**config.mk**
```make
export PLATFORM = sky130hd
export DESIGN_NAME = grlc_ctrl
export DESIGN_NICKNAME = d
export VERILOG_FILES = /design/src/common/grlc_pkg.sv /design/src/grlc_ctrl.sv /design/src/grlc_sync.sv /design/src/grlc_cfg.sv
export SDC_FILE = /design/constraint.sdc
export NUM_CORES = 1
export LEC_CHECK = 0
export ABC_CLOCK_PERIOD_IN_PS = 1850
export BUFFER_PORTS_ARGS = -buffer_cell sky130_fd_sc_hd__buf_4
export CORE_MARGIN = 2
export CORE_UTILIZATION = 45
export DETAILED_ROUTE_END_ITERATION = 10
export PLACE_DENSITY_LB_ADDON = 0.1
export SETUP_SLACK_MARGIN = 0.02
export SKIP_CTS_REPAIR_TIMING = 1
export SYNTH_ARGS = -nofsm -noshare
export SYNTH_HDL_FRONTEND = slang
export SYNTH_SLANG_ARGS = --single-unit
```
**constraint.sdc**
```tcl
create_clock -name core_clk -period 1.85 [get_ports core_clk]
set_input_delay 0.185 -clock core_clk [delete_from_list [all_inputs] [get_ports core_clk]]
set_output_delay 0.185 -clock core_clk [all_outputs]
set_load 0.005 [all_outputs]
```
**src/common/grlc_pkg.sv**
```systemverilog
// shared constants and carriers for the remote/local bus control block
package grlc_pkg;

    // interface message bytes seen with attention true (low five bits carry address)
    localparam logic [7:0] GRLC_CMD_GTL      = 8'h01; // go to local, addressed
    localparam logic [7:0] GRLC_CMD_SDC      = 8'h04; // selective device clear, addressed
    localparam logic [7:0] GRLC_CMD_LLO      = 8'h11; // local lockout, universal
    localparam logic [7:0] GRLC_CMD_DCL      = 8'h14; // device clear, universal
    localparam logic [7:0] GRLC_CMD_UNL      = 8'h3F; // unlisten
    localparam logic [7:0] GRLC_CMD_UNT      = 8'h5F; // untalk
    localparam logic [2:0] GRLC_GRP_LISTEN   = 3'h1;  // top bits 001: listen address group
    localparam logic [2:0] GRLC_GRP_TALK     = 3'h2;  // top bits 010: talk address group
    localparam int         GRLC_GRP_MSB      = 7;     // msb of the group field
    localparam int         GRLC_GRP_LSB      = 5;     // lsb of the group field
    localparam int         GRLC_ADDR_MSB     = 4;     // msb of the address field

    // power-up and clear defaults
    localparam logic [4:0]  GRLC_ADDR_DEFAULT  = 5'h0F;  // factory primary address 15
    localparam logic [3:0]  GRLC_RANGE_DEFAULT = 4'h4;   // range_default_code
    localparam logic [3:0]  GRLC_RATE_DEFAULT  = 4'h3;   // rate_default_code
    localparam logic [15:0] GRLC_BIAS_DEFAULT  = 16'h01C2; // bias count 450
    localparam logic [7:0]  GRLC_SRQ_DEFAULT   = 8'h00;  // service request disabled
    localparam logic [1:0]  GRLC_EOI_DEFAULT   = 2'h0;   // eoi and hold-off both enabled
    localparam logic [2:0]  GRLC_TERM_DEFAULT  = 3'h0;   // cr lf terminator

    // widths of the synchronised input groups
    localparam int GRLC_BUS_W = 12; // ren, atn, ifc, dav, eight data lines
    localparam int GRLC_KEY_W = 9;  // local key plus eight panel keys

    // remote/local states, one-hot
    typedef enum logic [3:0] {
        GRLC_LOCAL        = 4'b0001, // local, keys live
        GRLC_REMOTE       = 4'b0010, // remote, only local key live
        GRLC_LOCAL_LOCK   = 4'b0100, // local with lockout armed
        GRLC_REMOTE_LOCK  = 4'b1000  // remote with local key locked out
    } grlc_rl_type;

    // fields that the user saved setup 1 overrides on a clear
    typedef struct packed {
        logic [3:0]  range_code; // range setting
        logic [3:0]  rate_code;  // reading rate setting
        logic [15:0] bias_count; // bias step count
    } grlc_setup_type;

    // full operating configuration
    typedef struct packed {
        grlc_setup_type setup;       // starred fields
        logic [7:0]     srq_mask;    // service request mask
        logic [1:0]     eoi_holdoff; // eoi and hold-off mode
        logic [2:0]     term_code;   // terminator selection
    } grlc_cfg_type;

endpackage : grlc_pkg

```
**src/grlc_ctrl.sv**
```systemverilog
// Overview of operation
// local key cancels remote, restores local
// local key clears remote lamp, restores display
// local key ignored under local lockout
// in remote, only local key works
// remote only on listen address with ren
// hold bus off during panel editing
// release hold-off when display returns normal
// talk and deliver data even in local
// controller asserts ren, then addresses listener
// ifc idles talker and listener, lamps off
// controller holds ifc at least 100 us
// llo locks local key; immediate in remote
// ren false clears lockout and remote
// controller sends llo with atn, unaddressed
// addressed gtl leaves remote, keeps lockout
// controller sends gtl after listen address
// clear restores defaults, keeps address, drops drift
// defaults: range 4, rate 3, bias 450
// starred clear defaults come from setup 1
// controller sends dcl with atn
// primary address defaults to 15
// listen with ren false flags no-remote error
// sdc restores same defaults as dcl
// sdc needs listen address; dcl always acts
`timescale 1ns/1ps
`default_nettype none
module grlc_ctrl
    import grlc_pkg::*;
(
    input  wire logic                     core_clk,      // core clock, 125 MHz
    input  wire logic                     rst_n,         // async reset, active low
    input  wire logic                     bus_ren,       // remote enable pin, true high
    input  wire logic                     bus_atn,       // attention pin, true high
    input  wire logic                     bus_ifc,       // interface clear pin, true high
    input  wire logic                     bus_dav,       // data valid pin, true high
    input  wire logic [7:0]               bus_dio,       // data lines, true high
    input  wire logic                     key_local,     // local key pin, pressed high
    input  wire logic [7:0]               key_panel,     // other panel keys, pressed high
    input  wire logic                     panel_busy,    // editing or buffer viewing
    input  wire logic                     msg_shown,     // bus message on display
    input  wire grlc_pkg::grlc_setup_type setup1,        // user saved setup 1
    input  wire logic                     cfg_wr,        // configuration write
    input  wire grlc_pkg::grlc_cfg_type   cfg_in,        // configuration value
    input  wire logic                     drift_set,     // drift correction performed
    input  wire logic                     addr_wr,       // primary address write
    input  wire logic [4:0]               addr_in,       // primary address value
    output logic                          bus_hold,      // hold off data handshake
    output logic                          data_take,     // data byte accepted pulse
    output logic [7:0]                    data_byte,     // accepted data byte
    output logic                          no_remote_err, // no-remote error pulse
    output logic                          talk_enable,   // talker active, may source
    output logic                          ind_talk,      // talk lamp
    output logic                          ind_listen,    // listen lamp
    output logic                          ind_remote,    // remote lamp
    output logic                          lockout,       // local key locked out
    output logic [7:0]                    key_press,     // gated panel key pulses
    output logic                          display_restore, // return display pulse
    output logic                          dev_clear,     // device clear pulse
    output grlc_pkg::grlc_cfg_type        cfg_q,         // live configuration
    output logic                          drift_correction, // drift constants valid
    output logic [4:0]                    addr_q         // primary address
);
    import grlc_pkg::*;

    logic [GRLC_BUS_W-1:0] bus_s;      // synchronised bus lines
    logic [GRLC_KEY_W-1:0] key_s;      // synchronised keys
    logic                  ren_s;      // remote enable, synchronised
    logic                  atn_s;      // attention, synchronised
    logic                  ifc_s;      // interface clear, synchronised
    logic                  dav_s;      // data valid, synchronised
    logic [7:0]            dio_s;      // data lines, synchronised
    logic                  dav_q;      // previous data valid
    logic [GRLC_KEY_W-1:0] key_q;      // previous key levels
    logic [GRLC_KEY_W-1:0] key_rise;   // key press edges
    logic                  dav_rise;   // new byte on the lines
    logic                  cmd_evt;    // interface message arrived
    logic                  data_evt;   // data byte arrived
    logic                  is_mla;     // my listen address
    logic                  is_mta;     // my talk address
    logic                  is_llo;     // local lockout message
    logic                  is_gtl_me;  // go to local, this device addressed
    logic                  clr_req;    // dcl, or sdc while addressed
    logic                  local_go;   // local key taken
    logic                  listen_q;   // listener active
    logic                  talk_q;     // talker active
    logic                  remote;     // any remote state
    logic                  pend_q;     // a held-off byte waits
    logic [7:0]            pend_byte_q; // the waiting byte
    grlc_rl_type           rl_q;       // remote/local state
    grlc_rl_type           rl_d;       // its next value

    // every bus and key pin passes two flops before any decode looks at it; panel_busy and msg_shown are used directly
    grlc_sync #(
        .WIDTH (GRLC_BUS_W)
    ) u_bus_sync (
        .core_clk (core_clk),
        .rst_n    (rst_n),
        .async_in ({bus_ren, bus_atn, bus_ifc, bus_dav, bus_dio}),
        .sync_out (bus_s)
    );

    // keys are mechanical and asynchronous, so they are synchronised too
    grlc_sync #(
        .WIDTH (GRLC_KEY_W)
    ) u_key_sync (
        .core_clk (core_clk),
        .rst_n    (rst_n),
        .async_in ({key_local, key_panel}),
        .sync_out (key_s)
    );

    assign {ren_s, atn_s, ifc_s, dav_s, dio_s} = bus_s;

    // edge memory for bus data valid and the keys
    always_ff @(posedge core_clk or negedge rst_n)
    begin
        if (!rst_n)
        begin
            dav_q <= 1'b0;
            key_q <= '0;
        end
        else
        begin
            dav_q <= dav_s;
            key_q <= key_s;
        end
    end

    // a byte is taken once, on the rising edge of data valid
    assign dav_rise = dav_s & ~dav_q;
    assign key_rise = key_s & ~key_q;
    assign cmd_evt  = dav_rise & atn_s;
    assign data_evt = dav_rise & ~atn_s;

    // message decode; addresses compare against the stored primary address
    assign is_mla    = cmd_evt && dio_s[GRLC_GRP_MSB:GRLC_GRP_LSB] == GRLC_GRP_LISTEN
                       && dio_s[GRLC_ADDR_MSB:0] == addr_q;
    assign is_mta    = cmd_evt && dio_s[GRLC_GRP_MSB:GRLC_GRP_LSB] == GRLC_GRP_TALK
                       && dio_s[GRLC_ADDR_MSB:0] == addr_q;
    assign is_llo    = cmd_evt && dio_s == GRLC_CMD_LLO;
    assign is_gtl_me = cmd_evt && dio_s == GRLC_CMD_GTL && listen_q;
    // sdc counts only when addressed, dcl always; both give the same clear
    assign clr_req   = cmd_evt && (dio_s == GRLC_CMD_DCL
                       || (dio_s == GRLC_CMD_SDC && listen_q));

    assign remote   = (rl_q == GRLC_REMOTE) || (rl_q == GRLC_REMOTE_LOCK);
    // the local key only counts in plain remote; lockout swallows it
    assign local_go = key_rise[GRLC_KEY_W-1] && rl_q == GRLC_REMOTE;

    // listener and talker addressing; ifc holds both idle while asserted
    always_ff @(posedge core_clk or negedge rst_n)
    begin
        if (!rst_n)
        begin
            listen_q <= 1'b0;
            talk_q   <= 1'b0;
        end
        else if (ifc_s)
        begin
            listen_q <= 1'b0;
            talk_q   <= 1'b0;
        end
        else if (is_mla)
        begin
            listen_q <= 1'b1;
            talk_q   <= 1'b0; // own listen address idles the talker
        end
        else if (is_mta)
        begin
            talk_q   <= 1'b1;
            listen_q <= 1'b0; // own talk address idles the listener
        end
        else if (cmd_evt && dio_s == GRLC_CMD_UNL)
        begin
            listen_q <= 1'b0;
        end
        else if (cmd_evt && dio_s == GRLC_CMD_UNT)
        begin
            talk_q <= 1'b0;
        end
    end

    // remote/local next state
    always_comb
    begin
        rl_d = rl_q;
        if (!ren_s)
        begin
            rl_d = GRLC_LOCAL;
        end
        else
        begin
            case (rl_q)
                GRLC_LOCAL:
                begin
                    // ren alone does nothing; the listen address does it
                    if (is_mla)
                        rl_d = GRLC_REMOTE;
                    else if (is_llo)
                        rl_d = GRLC_LOCAL_LOCK; // armed, bites once remote
                end
                GRLC_REMOTE:
                begin
                    if (is_llo)
                        rl_d = GRLC_REMOTE_LOCK; // immediate when remote
                    else if (local_go || is_gtl_me)
                        rl_d = GRLC_LOCAL;
                end
                GRLC_LOCAL_LOCK:
                begin
                    if (is_mla)
                        rl_d = GRLC_REMOTE_LOCK;
                end
                GRLC_REMOTE_LOCK:
                begin
                    // gtl leaves remote but cannot cancel lockout
                    if (is_gtl_me)
                        rl_d = GRLC_LOCAL_LOCK;
                end
                default:
                begin
                    rl_d = GRLC_LOCAL;
                end
            endcase
        end
    end

    // remote/local state register
    always_ff @(posedge core_clk or negedge rst_n)
    begin
        if (!rst_n)
            rl_q <= GRLC_LOCAL;
        else
            rl_q <= rl_d;
    end

    // indicator lamps follow state one cycle later, from flops
    always_ff @(posedge core_clk or negedge rst_n)
    begin
        if (!rst_n)
        begin
            ind_remote  <= 1'b0;
            ind_talk    <= 1'b0;
            ind_listen  <= 1'b0;
            talk_enable <= 1'b0;
            lockout     <= 1'b0;
        end
        else
        begin
            ind_remote  <= remote;
            ind_talk    <= talk_q;
            ind_listen  <= listen_q;
            talk_enable <= talk_q;
            lockout     <= rl_q == GRLC_REMOTE_LOCK
                           || rl_q == GRLC_LOCAL_LOCK;
        end
    end

    // panel keys pass only in local; local key restores a bus message display
    always_ff @(posedge core_clk or negedge rst_n)
    begin
        if (!rst_n)
        begin
            key_press       <= '0;
            display_restore <= 1'b0;
        end
        else
        begin
            key_press       <= remote ? 8'h00 : key_rise[GRLC_KEY_W-2:0];
            display_restore <= local_go && msg_shown;
        end
    end

    // hold-off: a byte arriving while the panel is busy waits, the
    // handshake stalls, and it is delivered once the display is normal
    always_ff @(posedge core_clk or negedge rst_n)
    begin
        if (!rst_n)
        begin
            pend_q      <= 1'b0;
            pend_byte_q <= 8'h00;
        end
        else if (ifc_s || clr_req)
        begin
            pend_q <= 1'b0; // a clear drops the stalled byte
        end
        else if (data_evt && listen_q && ren_s && panel_busy)
        begin
            pend_q      <= 1'b1;
            pend_byte_q <= dio_s;
        end
        else if (pend_q && !panel_busy)
        begin
            pend_q <= 1'b0;
        end
    end

    assign bus_hold = pend_q; // handshake output comes straight from the pend_q flop

    // accepted data and the no-remote error
    always_ff @(posedge core_clk or negedge rst_n)
    begin
        if (!rst_n)
        begin
            data_take     <= 1'b0;
            data_byte     <= 8'h00;
            no_remote_err <= 1'b0;
        end
        else
        begin
            data_take     <= 1'b0;
            no_remote_err <= 1'b0;
            if (pend_q && !panel_busy && !ifc_s && !clr_req)
            begin
                data_take <= 1'b1;
                data_byte <= pend_byte_q;
            end
            else if (data_evt && listen_q && !ren_s)
            begin
                no_remote_err <= 1'b1; // byte refused
            end
            else if (data_evt && listen_q && !panel_busy && !pend_q)
            begin
                data_take <= 1'b1;
                data_byte <= dio_s;
            end
        end
    end

    // one-cycle clear pulse toward the rest of the instrument
    always_ff @(posedge core_clk or negedge rst_n)
    begin
        if (!rst_n)
            dev_clear <= 1'b0;
        else
            dev_clear <= clr_req;
    end

    // configuration store; the registered clear pulse drives it
    grlc_cfg u_cfg (
        .core_clk         (core_clk),
        .rst_n            (rst_n),
        .dev_clear        (dev_clear),
        .setup1           (setup1),
        .cfg_wr           (cfg_wr),
        .cfg_in           (cfg_in),
        .drift_set        (drift_set),
        .addr_wr          (addr_wr),
        .addr_in          (addr_in),
        .cfg_q            (cfg_q),
        .drift_correction (drift_correction),
        .addr_q           (addr_q)
    );
endmodule : grlc_ctrl
`default_nettype wire

```
**src/grlc_sync.sv**
```systemverilog
`timescale 1ns/1ps
`default_nettype none
// two-stage synchroniser for a group of asynchronous levels
module grlc_sync #(
    parameter int WIDTH = 1 // number of levels
) (
    input  wire logic             core_clk, // core clock
    input  wire logic             rst_n,    // async reset, active low
    input  wire logic [WIDTH-1:0] async_in, // levels from pins
    output logic      [WIDTH-1:0] sync_out  // levels safe to use
);
    logic [WIDTH-1:0] meta_q; // first stage, read only by the second

    // both stages clear to zero; pins are taken as inactive-low here
    always_ff @(posedge core_clk or negedge rst_n)
    begin
        if (!rst_n)
        begin
            meta_q   <= '0;
            sync_out <= '0;
        end
        else
        begin
            meta_q   <= async_in;
            sync_out <= meta_q;
        end
    end
endmodule : grlc_sync
`default_nettype wire

```
**src/grlc_cfg.sv**
```systemverilog
`timescale 1ns/1ps
`default_nettype none
// operating configuration, primary address and drift correction store
module grlc_cfg
    import grlc_pkg::*;
(
    input  wire logic                     core_clk,    // core clock
    input  wire logic                     rst_n,       // async reset, active low
    input  wire logic                     dev_clear,   // one-cycle clear request
    input  wire grlc_pkg::grlc_setup_type setup1,      // user saved setup 1
    input  wire logic                     cfg_wr,      // write new configuration
    input  wire grlc_pkg::grlc_cfg_type   cfg_in,      // configuration to write
    input  wire logic                     drift_set,   // drift correction done
    input  wire logic                     addr_wr,     // write primary address
    input  wire logic [4:0]               addr_in,     // new primary address
    output grlc_pkg::grlc_cfg_type        cfg_q,       // live configuration
    output logic                          drift_correction, // constants valid
    output logic [4:0]                    addr_q       // primary address
);
    import grlc_pkg::*;

    // configuration: clear takes starred fields from setup 1, others fixed
    always_ff @(posedge core_clk or negedge rst_n)
    begin
        if (!rst_n)
        begin
            cfg_q.setup.range_code <= GRLC_RANGE_DEFAULT;
            cfg_q.setup.rate_code  <= GRLC_RATE_DEFAULT;
            cfg_q.setup.bias_count <= GRLC_BIAS_DEFAULT;
            cfg_q.srq_mask         <= GRLC_SRQ_DEFAULT;
            cfg_q.eoi_holdoff      <= GRLC_EOI_DEFAULT;
            cfg_q.term_code        <= GRLC_TERM_DEFAULT;
        end
        else if (dev_clear)
        begin
            cfg_q.setup       <= setup1;
            cfg_q.srq_mask    <= GRLC_SRQ_DEFAULT;
            cfg_q.eoi_holdoff <= GRLC_EOI_DEFAULT;
            cfg_q.term_code   <= GRLC_TERM_DEFAULT;
        end
        else if (cfg_wr)
        begin
            cfg_q <= cfg_in;
        end
    end

    // drift constants are lost on a clear; clear beats a same-cycle set
    always_ff @(posedge core_clk or negedge rst_n)
    begin
        if (!rst_n)
            drift_correction <= 1'b0;
        else if (dev_clear)
            drift_correction <= 1'b0;
        else if (drift_set)
            drift_correction <= 1'b1;
    end

    // primary address survives a clear; only reset or a write moves it
    always_ff @(posedge core_clk or negedge rst_n)
    begin
        if (!rst_n)
            addr_q <= GRLC_ADDR_DEFAULT;
        else if (addr_wr)
            addr_q <= addr_in;
    end
endmodule : grlc_cfg
`default_nettype wire

```
==> flow_metrics.py <==
metrics = {
    "logic_synthesis": {
        "synth_edf_count": 0,
        "synth_cells": 362,
        "postSynth.asyncResetShare_pct": 100,
        "yosysSeqAreaShare_pct": 68.0,
        "syn_avg_cell_area_um2": 13.7,
        "synth_seq_cells": 134,
        "syn_area_um2": 4950,
        "syn_nets": 456,
        "synth.distinct_cells": 47,
        "ys.warnings.count": 0,
        "yosys_most_used_dff": "dfrtp_1",
    },
    "sta": {
        "fin_hold_ws_ns": -0.0150,
        "setup_violations": 7,
        "finalMaxSlewViolations": 0,
        "finalHoldViolations": 5,
        "postLayoutSetupSlackWorst_ns": -0.0724,
        "fin_crit_sh_pct": 104,
        "fmax_mhz": 520,
        "finalSetupTns_ns": -0.284,
        "skew_ns": 0.00543,
        "rsz0062_at_grt": "true",
        "max_slew.worst_pin.slew_ns": 0.673,
        "period_minus_slack_ns": 1.92,
        "slew_headroom_pct": 54.5,
    },
    "floorplanning": {
        "fp.dieW_um": 109,
        "start_util_pct": 45.9,
        "pin_count": 163,
        "rows": 38,
        "die_h_um": 109,
        "dieArea_um2": 11900,
        "core_area_um2": 10800,
    },
    "place": {
        "dp_cells": 667,
        "hpwl_mm": 8.05,
        "gp_congestion": 0.754,
        "dpl-instance-area_um2": 6430,
        "io_buffer_count": 162,
    },
    "cts": {
        "path_clk_slew_ns": 0.06,
        "numCtsBuffers": 17,
        "clock_path_buffers": 2,
        "clockRootBuffer": "clkbuf_8",
        "clk_latency_ns": 0.51,
        "htreeDepth": 4,
        "clock_sinks": 134,
        "cts_tree": "yes",
    },
    "grt": {
        "grt_first_pass_wirelength_mm": 17.6,
        "antenna_found_initial": 0,
        "grt_overflow": 0,
        "grt_pass1_vias": 3500,
        "grt_use_total_pct": 19.9,
        "grt_max_degree": 49,
    },
    "routing": {
        "first_iter_violations": 191,
        "drc": 0,
        "drtPass1Iterations": 4,
        "final_antenna_net_count": 0,
        "wirelength_mm": 12.5,
        "vias_per_cell": 4.85,
        "vias": 3820,
        "wire_per_inst_um": 15.8,
    },
    "final_layout": {
        "final_common_cell": "buf_4",
        "syn2layout_area_growth_pct": 61.5,
        "antenna_cells": 0,
        "final_cell_area_um2": 8000,
        "instances_no_fill": 788,
        "fin_nets": 729,
        "drive_gt1_share_pct": 40.4,
        "most-common-layout-cells": "buf_4, dfrtp_1, dlygate4sd3_1",
    },
    "setup_path": {
        "path_max_fanout": 6,
        "crit_type": "register to register",
        "rrSetupSlack_ns": -0.07,
        "cp_data_required_time_ns": 2.25,
        "cp-end-kind": "register",
        "r2r_end": "data_byte[2]$_DFFE_PN0P_",
        "regToRegStartpoint": "u_bus_sync.sync_out[3]$_DFF_PN0_",
        "worstPathArrival_ns": 2.32,
        "reg2reg_depth": 7,
        "critPathLaunchType": "register",
    },
    "min_path": {
        "hold_end": "u_cfg.cfg_q[19]$_DFFE_PN1P_",
        "hp-class": "input pin to register",
        "min_path_cells": 3,
        "hp-start": "cfg_in[19]",
    },
    "run_status": {
        "status": "complete, but fails checks",
        "violations": "hold timing, setup timing",
    },
    "power_and_ir_drop": {
        "peakVddDrop_mv": 0.797,
        "leakage_nw": 3.83,
        "power_density_nw_per_um2": 935,
    },
    "job": {
        "maxCapViolations": 0,
    },
}
[state kept, by name (all words and copies together) (netlist names), 4 cells and up]
name	count
u_cfg.addr_q	5
u_bus_sync.meta_q	12
u_key_sync.sync_out	9
pend_byte_q	8
u_bus_sync.sync_out	12
key_q	9
u_key_sync.meta_q	9
key_press	8
data_byte	8
rl_q	4
u_cfg.cfg_q	37
[through the flow]
step | setup slack, ns | hold WS, ns | utilization (%) | power, mW
2_1_floorplan | 0.116 | -0.111 | - | 3.51
3_3_place_gp | 0.0362 | 0.146 | 59.6 | 3.96
3_5_place_dp | -0.0500 | 0.147 | 59.6 | 3.98
4_1_cts | -0.104 | -0.400 | 65.2 | 7.36
5_1_grt | -0.151 | 0.00113 | 74.1 | 7.80
6_report | -0.0724 | -0.0150 | 74.1 | 7.48
[layer usage]
metal / GRT usage, % / part of all wire, %
met1: 23.7 / 40
met4: 7.51 / 1.9
met3: 7.11 / 7.0
met5: 0 / 0
met2: 33.3 / 51
[critical path: stages (launching register included)]
cell	delay (ns)
dfrtp_1	0.41
or3_4	0.41
nor4_4	0.26
buf_4	0.17
nor4b_4	0.04
buf_6	0.15
a22o_1	0.21
a21o_1	0.16
[area by class of cell]
cell class | instances | area, µm²
Clock inverter | 14 | 175
Fill cell | 698 | 2800
Tap cell | 140 | 175
Sequential cell | 134 | 3370
Clock buffer | 18 | 428
Inverter | 6 | 22.5
Multi-Input combinational cell | 208 | 1590
Timing Repair Buffer | 268 | 2240
[synthesized netlist by cell type (2+ instances only)]
master	n	share of area (%)
o21ai_0	27	2.7
clkbuf_1	9	0.68
nor3b_1	11	1.7
mux2_1	2	0.45
nand2b_1	4	0.51
nor4b_1	2	0.35
a22o_1	8	1.4
nand3_1	2	0.20
buf_2	5	0.51
dfrtp_1	122	62
nor3_1	2	0.20
and3_1	2	0.25
nand2_1	30	2.3
a21oi_1	4	0.40
nor2_1	22	1.7
mux2i_1	37	7.5
nor4_1	4	0.51
a21o_1	8	1.2
inv_1	6	0.45
nor3_2	2	0.40
o21bai_1	2	0.30
or3_1	2	0.25
xnor2_1	6	1.1
dfstp_2	12	6.4
mux2_2	9	2.0
[worst max path at each step]
stage	startpoint	endpoint	slack, ns	cells after the start
after floorplan	u_bus_sync.sync_out[1]$_DFF_PN0_	data_byte[0]$_DFFE_PN0P_	0.12	5
after global placement	u_bus_sync.sync_out[1]$_DFF_PN0_	rl_q[2]$_DFFE_PN0P_	0.04	5
after detailed placement	u_bus_sync.sync_out[1]$_DFF_PN0_	rl_q[2]$_DFFE_PN0P_	-0.05	5
after CTS	u_bus_sync.sync_out[1]$_DFF_PN0_	rl_q[2]$_DFFE_PN0P_	-0.10	5
after global routing	u_bus_sync.sync_out[2]$_DFF_PN0_	rl_q[0]$_DFFE_PN1P_	-0.15	5
final	u_bus_sync.sync_out[3]$_DFF_PN0_	data_byte[2]$_DFFE_PN0P_	-0.07	7
[logic make-up after synthesis]
| kind of cell | count (synthesis) | share of synthesized area (%) |
|---|---|---|
| and+or+nand+nor | 93 | 11.0 |
| AOI/OAI and AO/OA | 59 | 8.04 |
| xor gates and xnor gates | 6 | 1.06 |
| muxes | 48 | 9.98 |
| DFF | 134 | 68.0 |
| buffers and inverters | 22 | 1.87 |
[power by group]
group | switching [mW] | internal (mW)
sequential | 0.119 | 3.13
clock | 1.27 | 2.10
combinational | 0.327 | 0.535
total | 1.71 | 5.77
Power figures use the tool's default switching activity.
